## config.mk

```make
export PLATFORM = sky130hd
export DESIGN_NAME = pmcc_conv_config
export DESIGN_NICKNAME = d
export VERILOG_FILES = /design/src/logic/pmcc_pkg.sv /design/src/logic/pmcc_conv_config.sv /design/src/logic/pmcc_timer.sv
export VERILOG_INCLUDE_DIRS = /design/src /design/src/logic
export SDC_FILE = /design/constraint.sdc
export NUM_CORES = 1
export LEC_CHECK = 0
export BUFFER_PORTS_ARGS = -buffer_cell sky130_fd_sc_hd__buf_2
export CORE_MARGIN = 2
export CORE_UTILIZATION = 55
export DETAILED_ROUTE_END_ITERATION = 10
export GPL_ROUTABILITY_DRIVEN = 1
export PLACE_DENSITY = 0.73
export SYNTH_ARGS = -nofsm -noshare
export SYNTH_HDL_FRONTEND = slang
export SYNTH_SLANG_ARGS = --single-unit
```

## constraint.sdc

```tcl
create_clock -name i_clock -period 13.7 [get_ports i_clock]
set_input_delay 4.11 -clock i_clock [delete_from_list [all_inputs] [get_ports i_clock]]
set_output_delay 4.11 -clock i_clock [all_outputs]
set_load 0.03 [all_outputs]
```

## src/logic/pmcc_defines.svh

```systemverilog
/*
  Constants of the power monitor conversion configuration block: register
  addresses, field positions, reset values and timing figures.
  Assumes inclusion by bare name from the block's design files.
*/
`ifndef PMCC_DEFINES_SVH
`define PMCC_DEFINES_SVH

// ************************************************************
// Register addresses
// ************************************************************
`define PMCC_ADDR_DEV_SETUP 6'h00
`define PMCC_ADDR_CONV_SETUP 6'h01

// ************************************************************
// Device setup fields
// ************************************************************
`define PMCC_DEV_RST_BIT 15
`define PMCC_DLY_MSB 13
`define PMCC_DLY_LSB 6
`define PMCC_RANGE_BIT 4
`define PMCC_DLY_RESET 8'h00
`define PMCC_RANGE_RESET 1'h0

// ************************************************************
// Converter setup fields
// ************************************************************
`define PMCC_CONV_RESET 16'hFB68
`define PMCC_MODE_CONT_BIT 15
`define PMCC_MODE_EN_MSB 14
`define PMCC_MODE_EN_LSB 12
`define PMCC_BUS_CT_MSB 11
`define PMCC_BUS_CT_LSB 9
`define PMCC_SH_CT_MSB 8
`define PMCC_SH_CT_LSB 6
`define PMCC_TMP_CT_MSB 5
`define PMCC_TMP_CT_LSB 3
`define PMCC_AVG_MSB 2
`define PMCC_AVG_LSB 0

// ************************************************************
// Timing
// ************************************************************
`define PMCC_CLK_MHZ 100
`define PMCC_US_CYC (`PMCC_CLK_MHZ)
`define PMCC_DLY_STEP_MS 2
`define PMCC_DLY_STEP_CYC (`PMCC_DLY_STEP_MS * 1000 * `PMCC_CLK_MHZ)
`define PMCC_CT0_US 50
`define PMCC_CT1_US 84
`define PMCC_CT2_US 150
`define PMCC_CT3_US 280
`define PMCC_CT4_US 540
`define PMCC_CT5_US 1052
`define PMCC_CT6_US 2074
`define PMCC_CT7_US 4120

// ************************************************************
// Averaging counts
// ************************************************************
`define PMCC_AVG0 11'h001
`define PMCC_AVG1 11'h004
`define PMCC_AVG2 11'h010
`define PMCC_AVG3 11'h040
`define PMCC_AVG4 11'h080
`define PMCC_AVG5 11'h100
`define PMCC_AVG6 11'h200
`define PMCC_AVG7 11'h400

`endif

```

## src/logic/pmcc_pkg.sv

```systemverilog
/*
  Types of the power monitor conversion configuration block.
  Assumes nothing of its surroundings.
*/
package pmcc_pkg;

  // Sequencer states, one-hot
  typedef enum logic [4:0] {
    ST_IDLE = 5'h01,
    ST_DELAY = 5'h02,
    ST_SELECT = 5'h04,
    ST_CONVERT = 5'h08,
    ST_PASS = 5'h10
  } pmcc_state_type;

  // Channel mask: bit 0 bus voltage, bit 1 shunt voltage, bit 2 temperature
  typedef logic [2:0] pmcc_chan_type;

endpackage

```

## src/logic/pmcc_conv_config.sv

```systemverilog
/*
  Power monitor conversion configuration: device and converter setup
  registers and the conversion sequencer that they steer.
  Assumes a register port from the serial frame logic on the same clock,
  and a converter that samples for as long as o_conv_busy marks a channel.
*/
// Contract
// - Writing 1 to device setup bit 15 restores all defaults; bit reads zero.
// - First conversion waits initial delay field times 2 ms; zero means none.
// - Device setup bits 14, 5 and 3-0 always read zero.
// - Device setup bit 4 selects shunt range: 0 wide, 1 narrow.
// - Mode field resets to Fh; codes 0h and 8h mean shutdown.
// - Codes 1h-7h start one triggered run over the channels their bits select.
// - Codes 9h-Fh convert continuously over the channels their bits select.
// - Bits 11-9 pick bus conversion time, reset 5h, 50 to 4120 us.
// - Bits 8-6 pick shunt conversion time, reset 5h, same eight codes.
// - Bits 5-3 pick temperature conversion time, reset 5h, same codes.
// - Converter setup reads FB68h after reset.
// - A triggered run from shutdown completes, then returns to shutdown.
// - Bits 2-0 pick averaging 1 to 1024; results update after averaging.
`timescale 1ns/1ps
`include "pmcc_defines.svh"
module pmcc_conv_config #(
  parameter int unsigned P_DLY_STEP_CYC = `PMCC_DLY_STEP_CYC,
  parameter int unsigned P_US_CYC = `PMCC_US_CYC
) (
  // Clock and reset
  input wire logic i_clock,
  input wire logic i_nrst,
  input wire logic i_clk_en,
  // Register port
  input wire logic i_reg_wr,
  input wire logic i_reg_rd,
  input wire logic [5:0] i_reg_addr,
  input wire logic [15:0] i_reg_wdata,
  output logic [15:0] o_reg_rdata,
  output logic o_reg_rvalid,
  // Converter control
  output logic o_shunt_range,
  output logic [2:0] o_avg_sel,
  output logic o_conv_start,
  output pmcc_pkg::pmcc_chan_type o_conv_channel,
  output logic [2:0] o_conv_time_sel,
  output logic o_conv_busy,
  output logic o_result_update
);
  import pmcc_pkg::*;

  // ************************************************************
  // Functions
  // ************************************************************
  function automatic logic [31:0] conv_cycles(input logic [2:0] ct);
    logic [31:0] us;
    us = 32'h0;
    case (ct)
      3'h0: us = `PMCC_CT0_US;
      3'h1: us = `PMCC_CT1_US;
      3'h2: us = `PMCC_CT2_US;
      3'h3: us = `PMCC_CT3_US;
      3'h4: us = `PMCC_CT4_US;
      3'h5: us = `PMCC_CT5_US;
      3'h6: us = `PMCC_CT6_US;
      default: us = `PMCC_CT7_US;
    endcase
    return us * P_US_CYC;
  endfunction

  function automatic logic [10:0] avg_target(input logic [2:0] sel);
    logic [10:0] n;
    n = `PMCC_AVG0;
    case (sel)
      3'h0: n = `PMCC_AVG0;
      3'h1: n = `PMCC_AVG1;
      3'h2: n = `PMCC_AVG2;
      3'h3: n = `PMCC_AVG3;
      3'h4: n = `PMCC_AVG4;
      3'h5: n = `PMCC_AVG5;
      3'h6: n = `PMCC_AVG6;
      default: n = `PMCC_AVG7;
    endcase
    return n;
  endfunction

  function automatic logic [2:0] chan_ct(input pmcc_chan_type ch, input logic [15:0] s);
    logic [2:0] ct;
    ct = s[`PMCC_TMP_CT_MSB:`PMCC_TMP_CT_LSB];
    case (ch)
      3'h1: ct = s[`PMCC_BUS_CT_MSB:`PMCC_BUS_CT_LSB];
      3'h2: ct = s[`PMCC_SH_CT_MSB:`PMCC_SH_CT_LSB];
      default: ct = s[`PMCC_TMP_CT_MSB:`PMCC_TMP_CT_LSB];
    endcase
    return ct;
  endfunction

  // ************************************************************
  // Setup registers
  // ************************************************************
  logic [7:0] dly_r;
  logic [7:0] dly_nxt;
  logic rng_r;
  logic rng_nxt;
  logic [15:0] setup_r;
  logic [15:0] setup_nxt;
  logic pend_r;
  logic pend_nxt;
  logic [15:0] rdata_r;
  logic [15:0] rdata_nxt;
  logic rvalid_r;
  logic soft_rst;
  logic wr_dev;
  logic wr_conv;
  logic trig_take;
  logic [15:0] dev_view;

  assign wr_dev = i_reg_wr && (i_reg_addr == `PMCC_ADDR_DEV_SETUP);
  assign wr_conv = i_reg_wr && (i_reg_addr == `PMCC_ADDR_CONV_SETUP);
  assign soft_rst = wr_dev && i_reg_wdata[`PMCC_DEV_RST_BIT];
  // Reserved bits and the reset bit are not stored, so they read zero
  assign dev_view = {2'h0, dly_r, 1'h0, rng_r, 4'h0};

  always_comb begin
    dly_nxt = dly_r;
    rng_nxt = rng_r;
    setup_nxt = setup_r;
    // A new trigger beats the take of an older one
    pend_nxt = pend_r && !trig_take;
    if (soft_rst) begin
      dly_nxt = `PMCC_DLY_RESET;
      rng_nxt = `PMCC_RANGE_RESET;
      setup_nxt = `PMCC_CONV_RESET;
      pend_nxt = 1'b0;
    end else if (wr_dev) begin
      dly_nxt = i_reg_wdata[`PMCC_DLY_MSB:`PMCC_DLY_LSB];
      rng_nxt = i_reg_wdata[`PMCC_RANGE_BIT];
    end else if (wr_conv) begin
      setup_nxt = i_reg_wdata;
      if (!i_reg_wdata[`PMCC_MODE_CONT_BIT] && (i_reg_wdata[`PMCC_MODE_EN_MSB:`PMCC_MODE_EN_LSB] != 3'h0)) begin
        pend_nxt = 1'b1;
      end
    end
  end

  // Reads return the value held before a write in the same cycle
  always_comb begin
    rdata_nxt = rdata_r;
    if (i_reg_rd) begin
      case (i_reg_addr)
        `PMCC_ADDR_DEV_SETUP: rdata_nxt = dev_view;
        `PMCC_ADDR_CONV_SETUP: rdata_nxt = setup_r;
        default: rdata_nxt = 16'h0000;
      endcase
    end
  end

  always_ff @(posedge i_clock or negedge i_nrst) begin
    if (!i_nrst) begin
      dly_r <= `PMCC_DLY_RESET;
      rng_r <= `PMCC_RANGE_RESET;
      setup_r <= `PMCC_CONV_RESET;
      pend_r <= 1'b0;
      rdata_r <= 16'h0000;
      rvalid_r <= 1'b0;
    end else if (i_clk_en) begin
      dly_r <= dly_nxt;
      rng_r <= rng_nxt;
      setup_r <= setup_nxt;
      pend_r <= pend_nxt;
      rdata_r <= rdata_nxt;
      rvalid_r <= i_reg_rd;
    end
  end

  // ************************************************************
  // Conversion sequencer
  // ************************************************************
  pmcc_state_type state_r;
  pmcc_state_type state_nxt;
  pmcc_chan_type rem_r;
  pmcc_chan_type rem_nxt;
  pmcc_chan_type chan_r;
  pmcc_chan_type chan_nxt;
  pmcc_chan_type pass_en_r;
  pmcc_chan_type pass_en_nxt;
  pmcc_chan_type en;
  pmcc_chan_type next_en;
  pmcc_chan_type low;
  logic [10:0] avg_r;
  logic [10:0] avg_nxt;
  logic [2:0] ct_r;
  logic [2:0] ct_nxt;
  logic trun_r;
  logic trun_nxt;
  logic start_nxt;
  logic upd_nxt;
  logic start_r;
  logic upd_r;
  logic cont_run;
  logic avg_done;
  logic tmr_load;
  logic [31:0] tmr_count;
  logic tmr_done;

  // Mode bits 14-12 select channels, bit 15 continuous; codes 0h and 8h select none
  assign en = setup_r[`PMCC_MODE_EN_MSB:`PMCC_MODE_EN_LSB];
  assign cont_run = setup_r[`PMCC_MODE_CONT_BIT] && (en != 3'h0);
  assign trig_take = (state_r == ST_IDLE) && (pend_r || cont_run);
  assign avg_done = ((avg_r + 11'h001) == avg_target(setup_r[`PMCC_AVG_MSB:`PMCC_AVG_LSB]));
  assign low = rem_r & (~rem_r + 3'h1);
  // A triggered run keeps its channel set even if the mode changes under it
  assign next_en = trun_r ? pass_en_r : en;

  always_comb begin
    state_nxt = state_r;
    rem_nxt = rem_r;
    chan_nxt = chan_r;
    pass_en_nxt = pass_en_r;
    avg_nxt = avg_r;
    ct_nxt = ct_r;
    trun_nxt = trun_r;
    start_nxt = 1'b0;
    upd_nxt = 1'b0;
    tmr_load = 1'b0;
    tmr_count = 32'h0;
    case (state_r)
      ST_IDLE: begin
        if (trig_take) begin
          trun_nxt = !cont_run;
          tmr_load = 1'b1;
          tmr_count = 32'(dly_r) * P_DLY_STEP_CYC;
          state_nxt = ST_DELAY;
        end
      end
      ST_DELAY: begin
        if (tmr_done) begin
          pass_en_nxt = en;
          rem_nxt = en;
          avg_nxt = 11'h000;
          state_nxt = (en == 3'h0) ? ST_IDLE : ST_SELECT;
        end
      end
      ST_SELECT: begin
        chan_nxt = low;
        rem_nxt = rem_r & ~low;
        ct_nxt = chan_ct(low, setup_r);
        tmr_load = 1'b1;
        // One cycle short: done is seen a cycle late, so busy lasts the full count
        tmr_count = conv_cycles(chan_ct(low, setup_r)) - 32'h1;
        start_nxt = 1'b1;
        state_nxt = ST_CONVERT;
      end
      ST_CONVERT: begin
        if (tmr_done) begin
          chan_nxt = 3'h0;
          state_nxt = (rem_r == 3'h0) ? ST_PASS : ST_SELECT;
        end
      end
      ST_PASS: begin
        if (avg_done) begin
          upd_nxt = 1'b1;
          avg_nxt = 11'h000;
          if (!trun_r && cont_run) begin
            pass_en_nxt = en;
            rem_nxt = en;
            state_nxt = ST_SELECT;
          end else begin
            state_nxt = ST_IDLE;
          end
        end else begin
          avg_nxt = avg_r + 11'h001;
          pass_en_nxt = next_en;
          rem_nxt = next_en;
          state_nxt = (next_en == 3'h0) ? ST_IDLE : ST_SELECT;
        end
      end
      default: state_nxt = ST_IDLE;
    endcase
    if (soft_rst) begin
      state_nxt = ST_IDLE;
      rem_nxt = 3'h0;
      chan_nxt = 3'h0;
      pass_en_nxt = 3'h0;
      avg_nxt = 11'h000;
      ct_nxt = 3'h0;
      trun_nxt = 1'b0;
      start_nxt = 1'b0;
      upd_nxt = 1'b0;
      tmr_load = 1'b0;
    end
  end

  always_ff @(posedge i_clock or negedge i_nrst) begin
    if (!i_nrst) begin
      state_r <= ST_IDLE;
      rem_r <= 3'h0;
      chan_r <= 3'h0;
      pass_en_r <= 3'h0;
      avg_r <= 11'h000;
      ct_r <= 3'h0;
      trun_r <= 1'b0;
      start_r <= 1'b0;
      upd_r <= 1'b0;
    end else if (i_clk_en) begin
      state_r <= state_nxt;
      rem_r <= rem_nxt;
      chan_r <= chan_nxt;
      pass_en_r <= pass_en_nxt;
      avg_r <= avg_nxt;
      ct_r <= ct_nxt;
      trun_r <= trun_nxt;
      start_r <= start_nxt;
      upd_r <= upd_nxt;
    end
  end

  pmcc_timer #(
    .W(32)
  ) u_timer (
    .i_clock(i_clock),
    .i_nrst(i_nrst),
    .i_clk_en(i_clk_en),
    .i_load(tmr_load),
    .i_clear(soft_rst),
    .i_count(tmr_count),
    .o_done(tmr_done)
  );

  // ************************************************************
  // Outputs
  // ************************************************************
  assign o_reg_rdata = rdata_r;
  assign o_reg_rvalid = rvalid_r;
  assign o_shunt_range = rng_r;
  assign o_avg_sel = setup_r[`PMCC_AVG_MSB:`PMCC_AVG_LSB];
  assign o_conv_start = start_r;
  assign o_conv_channel = chan_r;
  assign o_conv_time_sel = ct_r;
  assign o_conv_busy = (state_r == ST_CONVERT);
  assign o_result_update = upd_r;

  // ************************************************************
  // Assertions
  // ************************************************************
  // Interval checker: cycles spent since the last timer load
  logic [31:0] cyc_r;
  logic [31:0] ld_r;

  always_ff @(posedge i_clock or negedge i_nrst) begin
    if (!i_nrst) begin
      cyc_r <= 32'h0;
      ld_r <= 32'h0;
    end else if (i_clk_en) begin
      if (tmr_load) begin
        cyc_r <= 32'h0;
        ld_r <= tmr_count;
      end else begin
        cyc_r <= cyc_r + 32'h1;
      end
    end
  end

  a_soft_reset: assert property (@(posedge i_clock) disable iff (!i_nrst || !i_clk_en)
    soft_rst |=> (dly_r == `PMCC_DLY_RESET) && !rng_r && (setup_r == `PMCC_CONV_RESET) && (state_r == ST_IDLE))
    else $error("soft reset did not restore defaults");
  a_delay_length: assert property (@(posedge i_clock) disable iff (!i_nrst || !i_clk_en)
    (state_r == ST_DELAY) && tmr_done |-> (cyc_r == ld_r) && (ld_r == 32'(dly_r) * P_DLY_STEP_CYC))
    else $error("initial delay length wrong");
  a_reserved_zero: assert property (@(posedge i_clock) disable iff (!i_nrst || !i_clk_en)
    i_reg_rd && (i_reg_addr == `PMCC_ADDR_DEV_SETUP) |=> (o_reg_rdata[15:14] == 2'h0) && !o_reg_rdata[5]
      && (o_reg_rdata[3:0] == 4'h0) && o_reg_rvalid)
    else $error("reserved device setup bits not zero");
  a_range_follow: assert property (@(posedge i_clock) disable iff (!i_nrst || !i_clk_en)
    wr_dev && !soft_rst |=> o_shunt_range == $past(i_reg_wdata[`PMCC_RANGE_BIT]))
    else $error("shunt range not taken from write");
  a_reset_value: assert property (@(posedge i_clock) disable iff (!i_nrst)
    !$past(i_nrst) |-> (setup_r == `PMCC_CONV_RESET) && (state_r == ST_IDLE))
    else $error("converter setup reset value wrong");
  a_shutdown_stays: assert property (@(posedge i_clock) disable iff (!i_nrst || !i_clk_en)
    (state_r == ST_IDLE) && (en == 3'h0) && !pend_r && !i_reg_wr |=> state_r == ST_IDLE)
    else $error("shutdown mode left idle");
  a_trigger_runs: assert property (@(posedge i_clock) disable iff (!i_nrst || !i_clk_en)
    (state_r == ST_IDLE) && !cont_run && !pend_r && pend_nxt |=> pend_r ##1 (state_r == ST_DELAY) && trun_r && !pend_r)
    else $error("triggered write did not start one run");
  a_trigger_ends: assert property (@(posedge i_clock) disable iff (!i_nrst || !i_clk_en)
    (state_r == ST_PASS) && avg_done && trun_r && !soft_rst |=> (state_r == ST_IDLE) && o_result_update)
    else $error("triggered run did not return to shutdown");
  a_cont_restart: assert property (@(posedge i_clock) disable iff (!i_nrst || !i_clk_en)
    (state_r == ST_PASS) && avg_done && !trun_r && cont_run && !soft_rst |=> (state_r == ST_SELECT) ##1 o_conv_start)
    else $error("continuous mode did not restart");
  a_channel_legal: assert property (@(posedge i_clock) disable iff (!i_nrst || !i_clk_en)
    o_conv_start |-> $onehot(o_conv_channel) && ((o_conv_channel & pass_en_r) != 3'h0) && o_conv_busy)
    else $error("conversion on unselected channel");
  a_conv_length: assert property (@(posedge i_clock) disable iff (!i_nrst || !i_clk_en)
    (state_r == ST_CONVERT) && tmr_done |-> (cyc_r == ld_r) && ((ld_r + 32'h1) == conv_cycles(o_conv_time_sel)))
    else $error("conversion time wrong");
  a_avg_update: assert property (@(posedge i_clock) disable iff (!i_nrst || !i_clk_en)
    o_result_update |-> $past(state_r) == ST_PASS && ($past(avg_r) + 11'h001) == avg_target(o_avg_sel))
    else $error("results updated before averaging ended");

  c_trig_run: cover property (@(posedge i_clock) disable iff (!i_nrst)
    (state_r == ST_PASS) && avg_done && trun_r);
  c_cont_avg: cover property (@(posedge i_clock) disable iff (!i_nrst)
    o_result_update && !trun_r && (o_avg_sel != 3'h0));
  c_delayed: cover property (@(posedge i_clock) disable iff (!i_nrst)
    (state_r == ST_DELAY) && tmr_done && (dly_r != 8'h00));
  c_soft_rst: cover property (@(posedge i_clock) disable iff (!i_nrst)
    soft_rst && (state_r == ST_CONVERT));

endmodule

```

## src/logic/pmcc_timer.sv

```systemverilog
/*
  Down-counting interval timer for the conversion sequencer.
  Assumes the loader never loads while a count is still running, except
  through the clear input.
*/
`timescale 1ns/1ps
module pmcc_timer #(
  parameter int W = 32
) (
  // Clock and reset
  input wire logic i_clock,
  input wire logic i_nrst,
  input wire logic i_clk_en,
  // Control
  input wire logic i_load,
  input wire logic i_clear,
  input wire logic [W-1:0] i_count,
  // Status
  output logic o_done
);

  logic [W-1:0] cnt_r;
  logic [W-1:0] cnt_nxt;
  logic done_r;
  logic done_nxt;

  // A load of zero ends on the next edge, so no interval is shorter than one cycle
  always_comb begin
    cnt_nxt = cnt_r;
    done_nxt = 1'b0;
    if (i_clear) begin
      cnt_nxt = '0;
    end else if (i_load) begin
      cnt_nxt = i_count;
      done_nxt = (i_count == '0);
    end else if (cnt_r != '0) begin
      cnt_nxt = cnt_r - 1'b1;
      done_nxt = (cnt_r == {{(W-1){1'b0}}, 1'b1});
    end
  end

  always_ff @(posedge i_clock or negedge i_nrst) begin
    if (!i_nrst) begin
      cnt_r <= '0;
      done_r <= 1'b0;
    end else if (i_clk_en) begin
      cnt_r <= cnt_nxt;
      done_r <= done_nxt;
    end
  end

  assign o_done = done_r;

endmodule

```

# Word level (Yosys, flattened, before mapping)
# Cells that the tools add are included.
[word_totals]
register_bits = 107
in_bits = 27
output_inout_bits = 30
word_cells = 159
[op_classes]
add_sub_neg = 4
multipliers = 2
eq_ne = 27
mux = 62
bitwise = 4
n_reduce_logical = 43
[ops]
columns = ["operator", "count"]
rows = [
  ["32-bit two-way mux", 4],
  ["13-bit case mux with 7 select lines", 1],
  ["11-bit case mux with 7 select lines", 1],
  ["32-bit case mux with 2 select lines", 1],
  ["32-bit by 1-bit subtractor with 32-bit output (second input constant)", 2],
  ["16-bit two-way mux", 3],
  ["3-bit two-way mux", 13],
  ["11-bit two-way mux", 3],
  ["32-bit by 1-bit == test with 1-bit output (second input constant)", 1],
  ["32-bit logical NOT", 1],
  ["32-bit by 5-bit multiplier with 30-bit output (second input constant)", 1],
  ["16-bit case mux with 2 select lines", 1],
  ["32-bit nonzero test", 1],
  ["5-bit two-way mux", 6],
  ["26-bit two-way mux", 1],
  ["5-bit case mux with 5 select lines", 1],
  ["11-bit case mux with 2 select lines", 1],
  ["8-bit by 12-bit multiplier with 20-bit output (second input constant)", 1],
  ["1-bit two-way mux", 19],
  ["3-bit == test (second input constant)", 6],
  ["3-bit case mux with 2 select lines", 3],
  ["8-bit two-way mux", 2],
  ["3-bit by 2-bit == test with 1-bit output (second input constant)", 5],
  ["3-bit logical NOT", 5],
  ["29 further kinds", 59],
]

# Logic depth before layout (Yosys ltp)
[depth]
depth_word = 15
mapped_depth = 24
ltp_nobuf = 22

# Hierarchy
# Synthesis repeated with hierarchy kept, for this count alone.
[unflattened]
hier_cells = 1091
area_unflattened_um2 = 9205.1
[by_module_without_submodules]
columns = ["mod", "n_inst", "cells_each", "area_per_inst_um2"]
rows = [
  ["pmcc_conv_config", 1, 811, 6840.3],
  ["pmcc_timer", 1, 280, 2364.8],
]

# Least setup slack after synthesis
# Ideal clock, no wire load.
[synth_timing]
kind = "in2reg"
start = "input port i_reg_wdata[15]"
end = "register u_timer.cnt_r[28]"
setup_ps = 132
arrival_time_ps = 5993
path_slack_ps = 7575
cell_stages = 10
n_path_buf = 1
path_cell_list = "clkbuf_1 > nor2b_1 > nand4_1 > nand4_1 > o21a_1 > nand3_1 > nor4_2 > nor2b_1 > xnor2_1 > nor2_1"
[synth_via]
elab_chain_cells = 4
elab_cells_between_ends = 6
classes_between = "mux (3); reduce/logical (3)"
[synth_rtl]
columns = ["item", "line", "source"]
rows = [
  ["from (decl)", "pmcc_conv_config.sv:35", "input wire logic [15:0] i_reg_wdata,"],
  ["1-bit logical AND (*)", "pmcc_conv_config.sv:117", "assign soft_rst = wr_dev && i_reg_wdata[`PMCC_DEV_RST_BIT];"],
  ["1-bit two-way mux", "pmcc_conv_config.sv:277", "if (soft_rst) begin"],
  ["3-bit nonzero test (no line) / 32-bit two-way mux (equally long branches)", "-", ""],
  ["2-bit AND reduction (no line) / 32-bit two-way mux (equally long branches)", "-", ""],
  ["to (signal assigned)", "pmcc_timer.sv:47", "cnt_r <= cnt_nxt;"],
  ["to (decl)", "pmcc_timer.sv:22", "logic [W-1:0] cnt_r;"],
]
# Every way passes the cells marked *; elsewhere a longest branch is shown, timed or not.
# A chain may end at the register's enable or synchronous reset.

# Final worst setup path
[layout_timing]
start = "input port i_reg_addr[0]"
end = "register u_timer.cnt_r[28]"
[layout_via]
elab_chain_cells = 6
elab_cells_between_ends = 8
classes_between = "mux (3); reduce/logical (5)"
[layout_rtl]
columns = ["item", "line", "source"]
rows = [
  ["from (decl)", "pmcc_conv_config.sv:34", "input wire logic [5:0] i_reg_addr,"],
  ["6-bit logical NOT (*)", "-", ""],
  ["1-bit logical AND (*)", "pmcc_conv_config.sv:115", "assign wr_dev = i_reg_wr && (i_reg_addr == `PMCC_ADDR_DEV_SETUP);"],
  ["1-bit logical AND (*)", "pmcc_conv_config.sv:117", ""],
  ["1-bit two-way mux", "pmcc_conv_config.sv:277", ""],
  ["3-bit nonzero test (no line) / 32-bit two-way mux (equally long branches)", "-", ""],
  ["2-bit AND reduction (no line) / 32-bit two-way mux (equally long branches)", "-", ""],
]
# Marks and branches as above.

==> results.json <==
{
  "status": "finished, final reports clean",
  "slowest_stage": "o21a_1",
  "synth_ff_type": "dfrtp_1",
  "fin_crit_sh": 0.465,
  "worstHoldStart": "o_conv_time_sel[2]$_DFFE_PN0P_",
  "ant_nets": 0,
  "wl_per_cell_um": 18.0,
  "dr.pass1.iters": 5,
  "grt_remaining_overflow": 0,
  "worstReg2RegStart": "rem_r[1]$_DFFE_PN0P_",
  "die_area_um2": 16600,
  "grt_pass1_vias": 6898,
  "syn_avg_cell_area_um2": 8.85,
  "gpl.final_weighted_congestion": 0.899,
  "start_util": 0.564,
  "postCtsResizedCells": 0,
  "die_y_um": 129,
  "wl_met3_um": 1190,
  "cpPeakStageDelay_ns": 0.47,
  "synthDistinctLibCells": 84,
  "drv_cap": 0,
  "syn_inst": 969,
  "grt_pass1_wl_um": 35500,
  "switching_share": 0.427,
  "numCtsBuffers": 9,
  "syn_nets": 1104,
  "holdCritPathClass": "flip-flop to flip-flop",
  "antenna_found_initial": 0,
  "num_vias": 7429,
  "fmax_mhz": 157,
  "slew_violations": 0,
  "cp.buffers_inverters": 2,
  "critPathKind": "input port to flip-flop",
  "rr_endpoint": "u_timer.o_done$_DFFE_PN0P_",
  "finalSetupViolCount": 0,
  "hold_viol": 0,
  "diodes": 0,
  "end_kind": "flip-flop",
  "fillers": 1364,
  "io_buffers": 56,
  "cp_top_family": "simple AND/OR/NAND/NOR gates",
  "drt-met1-wl_um": 9890,
  "drtIter0Drc": 592,
  "routed_via_density": 6.19,
  "worstSkewPairLatency_ns": 0.36,
  "startpoint": "i_reg_addr[0]",
  "cts_sinks": 107,
  "die_w_um": 129,
  "grt_max_degree": 66,
  "rsz0062_at_grt": "no",
  "cts_tree": "done",
  "synthesis.area_um2": 8580,
  "yosysWarnings": 0,
  "synth_edf_count": 0,
  "p_per_area_nw_per_um2": 139,
  "ctsHoldBuffers": 0,
  "ys_ff_latch": 107,
  "async_flop_share": 1.00,
  "cp.required_ns": 13.89,
  "cts_buffer_depth": 2,
  "critical_path.max_fanout": 18,
  "sequentialPowerShare": 0.341,
  "highest_layer": "met4",
  "yosys.area.top_type": "dfrtp_1",
  "worstPathCellList": "buf_2 > nor2b_1 > nand4_1 > buf_4 > nand4_1 > o21a_1 > nand3_1 > nor4_2 > nor2b_1 > xnor2_1 > nor2_1",
  "rows": 45,
  "area_growth_pct": 8.15,
  "root_buffer": "clkbuf_16",
  "slew_headroom": 0.223,
  "drive_gt1_frac": 0.111,
  "tightestPinTransition_ns": 1.17,
  "timing.hold.worst_endpoint": "o_conv_time_sel[2]$_DFFE_PN0P_",
  "fin_crit_ns": 6.37,
  "comb_power_share": 0.457,
  "htreeDepth": 3,
  "cp.arrival_ns": 6.56,
  "internal-power_uw": 738,
  "rr_worst_depth": 22,
  "leakage_uw": 0.00452,
  "fin_setup_tns_ns": 0,
  "post_cts_buffers": 0,
  "drc": 0,
  "worst_slack_ns": 7.33,
  "grt_use_total": 0.268,
  "place_hpwl_um": 16500,
  "startpoint_type": "input port",
  "hold_depth": 2,
  "ir_drop_mv": 0.112,
  "ys_seq_area_frac": 0.314,
  "ff2ff_setup_slack_ns": 8.08,
  "dr_wl_met2_um": 10000,
  "core-area_um2": 15200,
  "finClkSkew_ns": 0.0113,
  "clkTransAtPathRegs_ns": 0.07,
  "post-place-ws_ns": 6.99,
  "ys_top_cells_by_area": "dfrtp_1 28%, ha_1 13%, nand2_1 4.6%",
  "routed_wl_um": 21600,
  "switchingPower_uw": 549,
  "final_nets": 1142,
  "ioPinCount": 57,
  "clock_power_share": 0.202,
  "p_total_uw": 1290,
  "synth_top_area_frac": 0.280
}
==> metal layers <==
layer	GRT usage	vias up
li1	-	3577
met1	0.384	3602
met2	0.425	217
met3	0.0445	33
met4	0.0697	0
met5	0	-
==> metrics by stage <==
stage | hold slack, ns | instance area (µm²) | std cells | utilization
2_1_floorplan | 0.459 | 8580 | 969 | -
3_3_place_gp | 0.458 | 8990 | 1184 | 0.591
3_5_place_dp | 0.465 | 8990 | 1184 | 0.591
4_1_cts | 0.482 | 9280 | 1200 | 0.610
5_1_grt | 0.508 | 9280 | 1200 | 0.610
6_report | 0.477 | 9280 | 1200 | 0.610
==> synth_stat cells (5+ instances only) <==
library cell	instances
ha_1	91
nand3_1	26
or4_1	5
nand4_1	16
a31oi_1	12
dfrtp_1	96
and2_1	5
a21o_1	12
or3_1	5
nand2_1	104
a21oi_1	35
o21ai_1	12
o21ai_0	66
nor4_1	11
o31ai_1	11
xor2_1	19
o22a_1	9
nor3_1	23
clkbuf_1	23
o21a_1	5
nor2b_1	9
o211ai_1	6
mux2i_1	13
inv_1	78
o22ai_1	15
dfstp_2	11
fa_1	17
xnor2_1	32
a22oi_1	8
nor2_1	62
nand3b_1	5
a22o_1	12
nand2b_1	12
==> tightest hold or removal path, delay by kind of cell, from the launching register on <==
| family | cells | cell delay (ns) |
|---|---|---|
| and+or+nand+nor | 1 | 0.04 |
| AOI/OAI and AO/OA | 1 | 0.06 |
| DFF | 1 | 0.34 |
==> registers in the layout, indices dropped and copies added (netlist names), 3 cells and up <==
| signal | cells |
|---|---|
| rem_r | 3 |
| o_reg_rdata | 16 |
| state_r | 5 |
| pass_en_r | 3 |
| u_timer.cnt_r | 32 |
| o_conv_channel | 3 |
| setup_r | 16 |
| avg_r | 11 |
| dly_r | 8 |
| o_conv_time_sel | 3 |
==> worst max path at each step <==
stage	end	cells after the start
finish	u_timer.cnt_r[28]$_DFFE_PN0P_	11
global route	u_timer.cnt_r[28]$_DFFE_PN0P_	11
CTS	u_timer.cnt_r[28]$_DFFE_PN0P_	11
detailed placement	u_timer.cnt_r[28]$_DFFE_PN0P_	11
global placement	u_timer.cnt_r[28]$_DFFE_PN0P_	11
floorplan	u_timer.cnt_r[28]$_DFFE_PN0P_	10
==> layout by cell type (no fill, tap or decap), types with 17 or more instances in the layout <==
cell type	count
nand3_1	26
nor2_1	62
fa_1	17
nor3_1	23
o21ai_0	66
dfrtp_1	96
ha_1	91
nand2_1	104
buf_2	55
xnor2_1	32
a21oi_1	35
inv_1	78
xor2_1	19
==> area by class of cell <==
type | count | area, µm² | area share
flip-flops and latches | 107 | 2690 | 0.290
repair buffers | 60 | 313 | 0.0337
clock inverters | 7 | 67.6 | 0.00728
inverters | 78 | 293 | 0.0316
multi-input cells | 751 | 5450 | 0.588
clock buffers | 9 | 225 | 0.0243
well taps | 188 | 235 | 0.0254
==> power by group through the flow <==
| stage | Clock (µW) | Combinational (µW) | Sequential, µW |
|---|---|---|---|
| 2_1_floorplan | 0 | 451 | 423 |
| 3_3_place_gp | 0 | 570 | 440 |
| 3_5_place_dp | 0 | 580 | 440 |
| 4_1_cts | 263 | 585 | 436 |
| 5_1_grt | 277 | 667 | 446 |
| 6_report | 261 | 588 | 438 |
==> cells by family after synthesis <==
logic type	Yosys count	synth area share
adders and majority gates	108	0.172
DFF	107	0.314
and+or+nand+nor	316	0.186
xor gates and xnor gates	51	0.0521
AOI/OAI and AO/OA	256	0.201
buffers and inverters	111	0.0506
other	1	0.000437
muxes	19	0.0238
No activity file was read; power rests on OpenSTA's default activity.
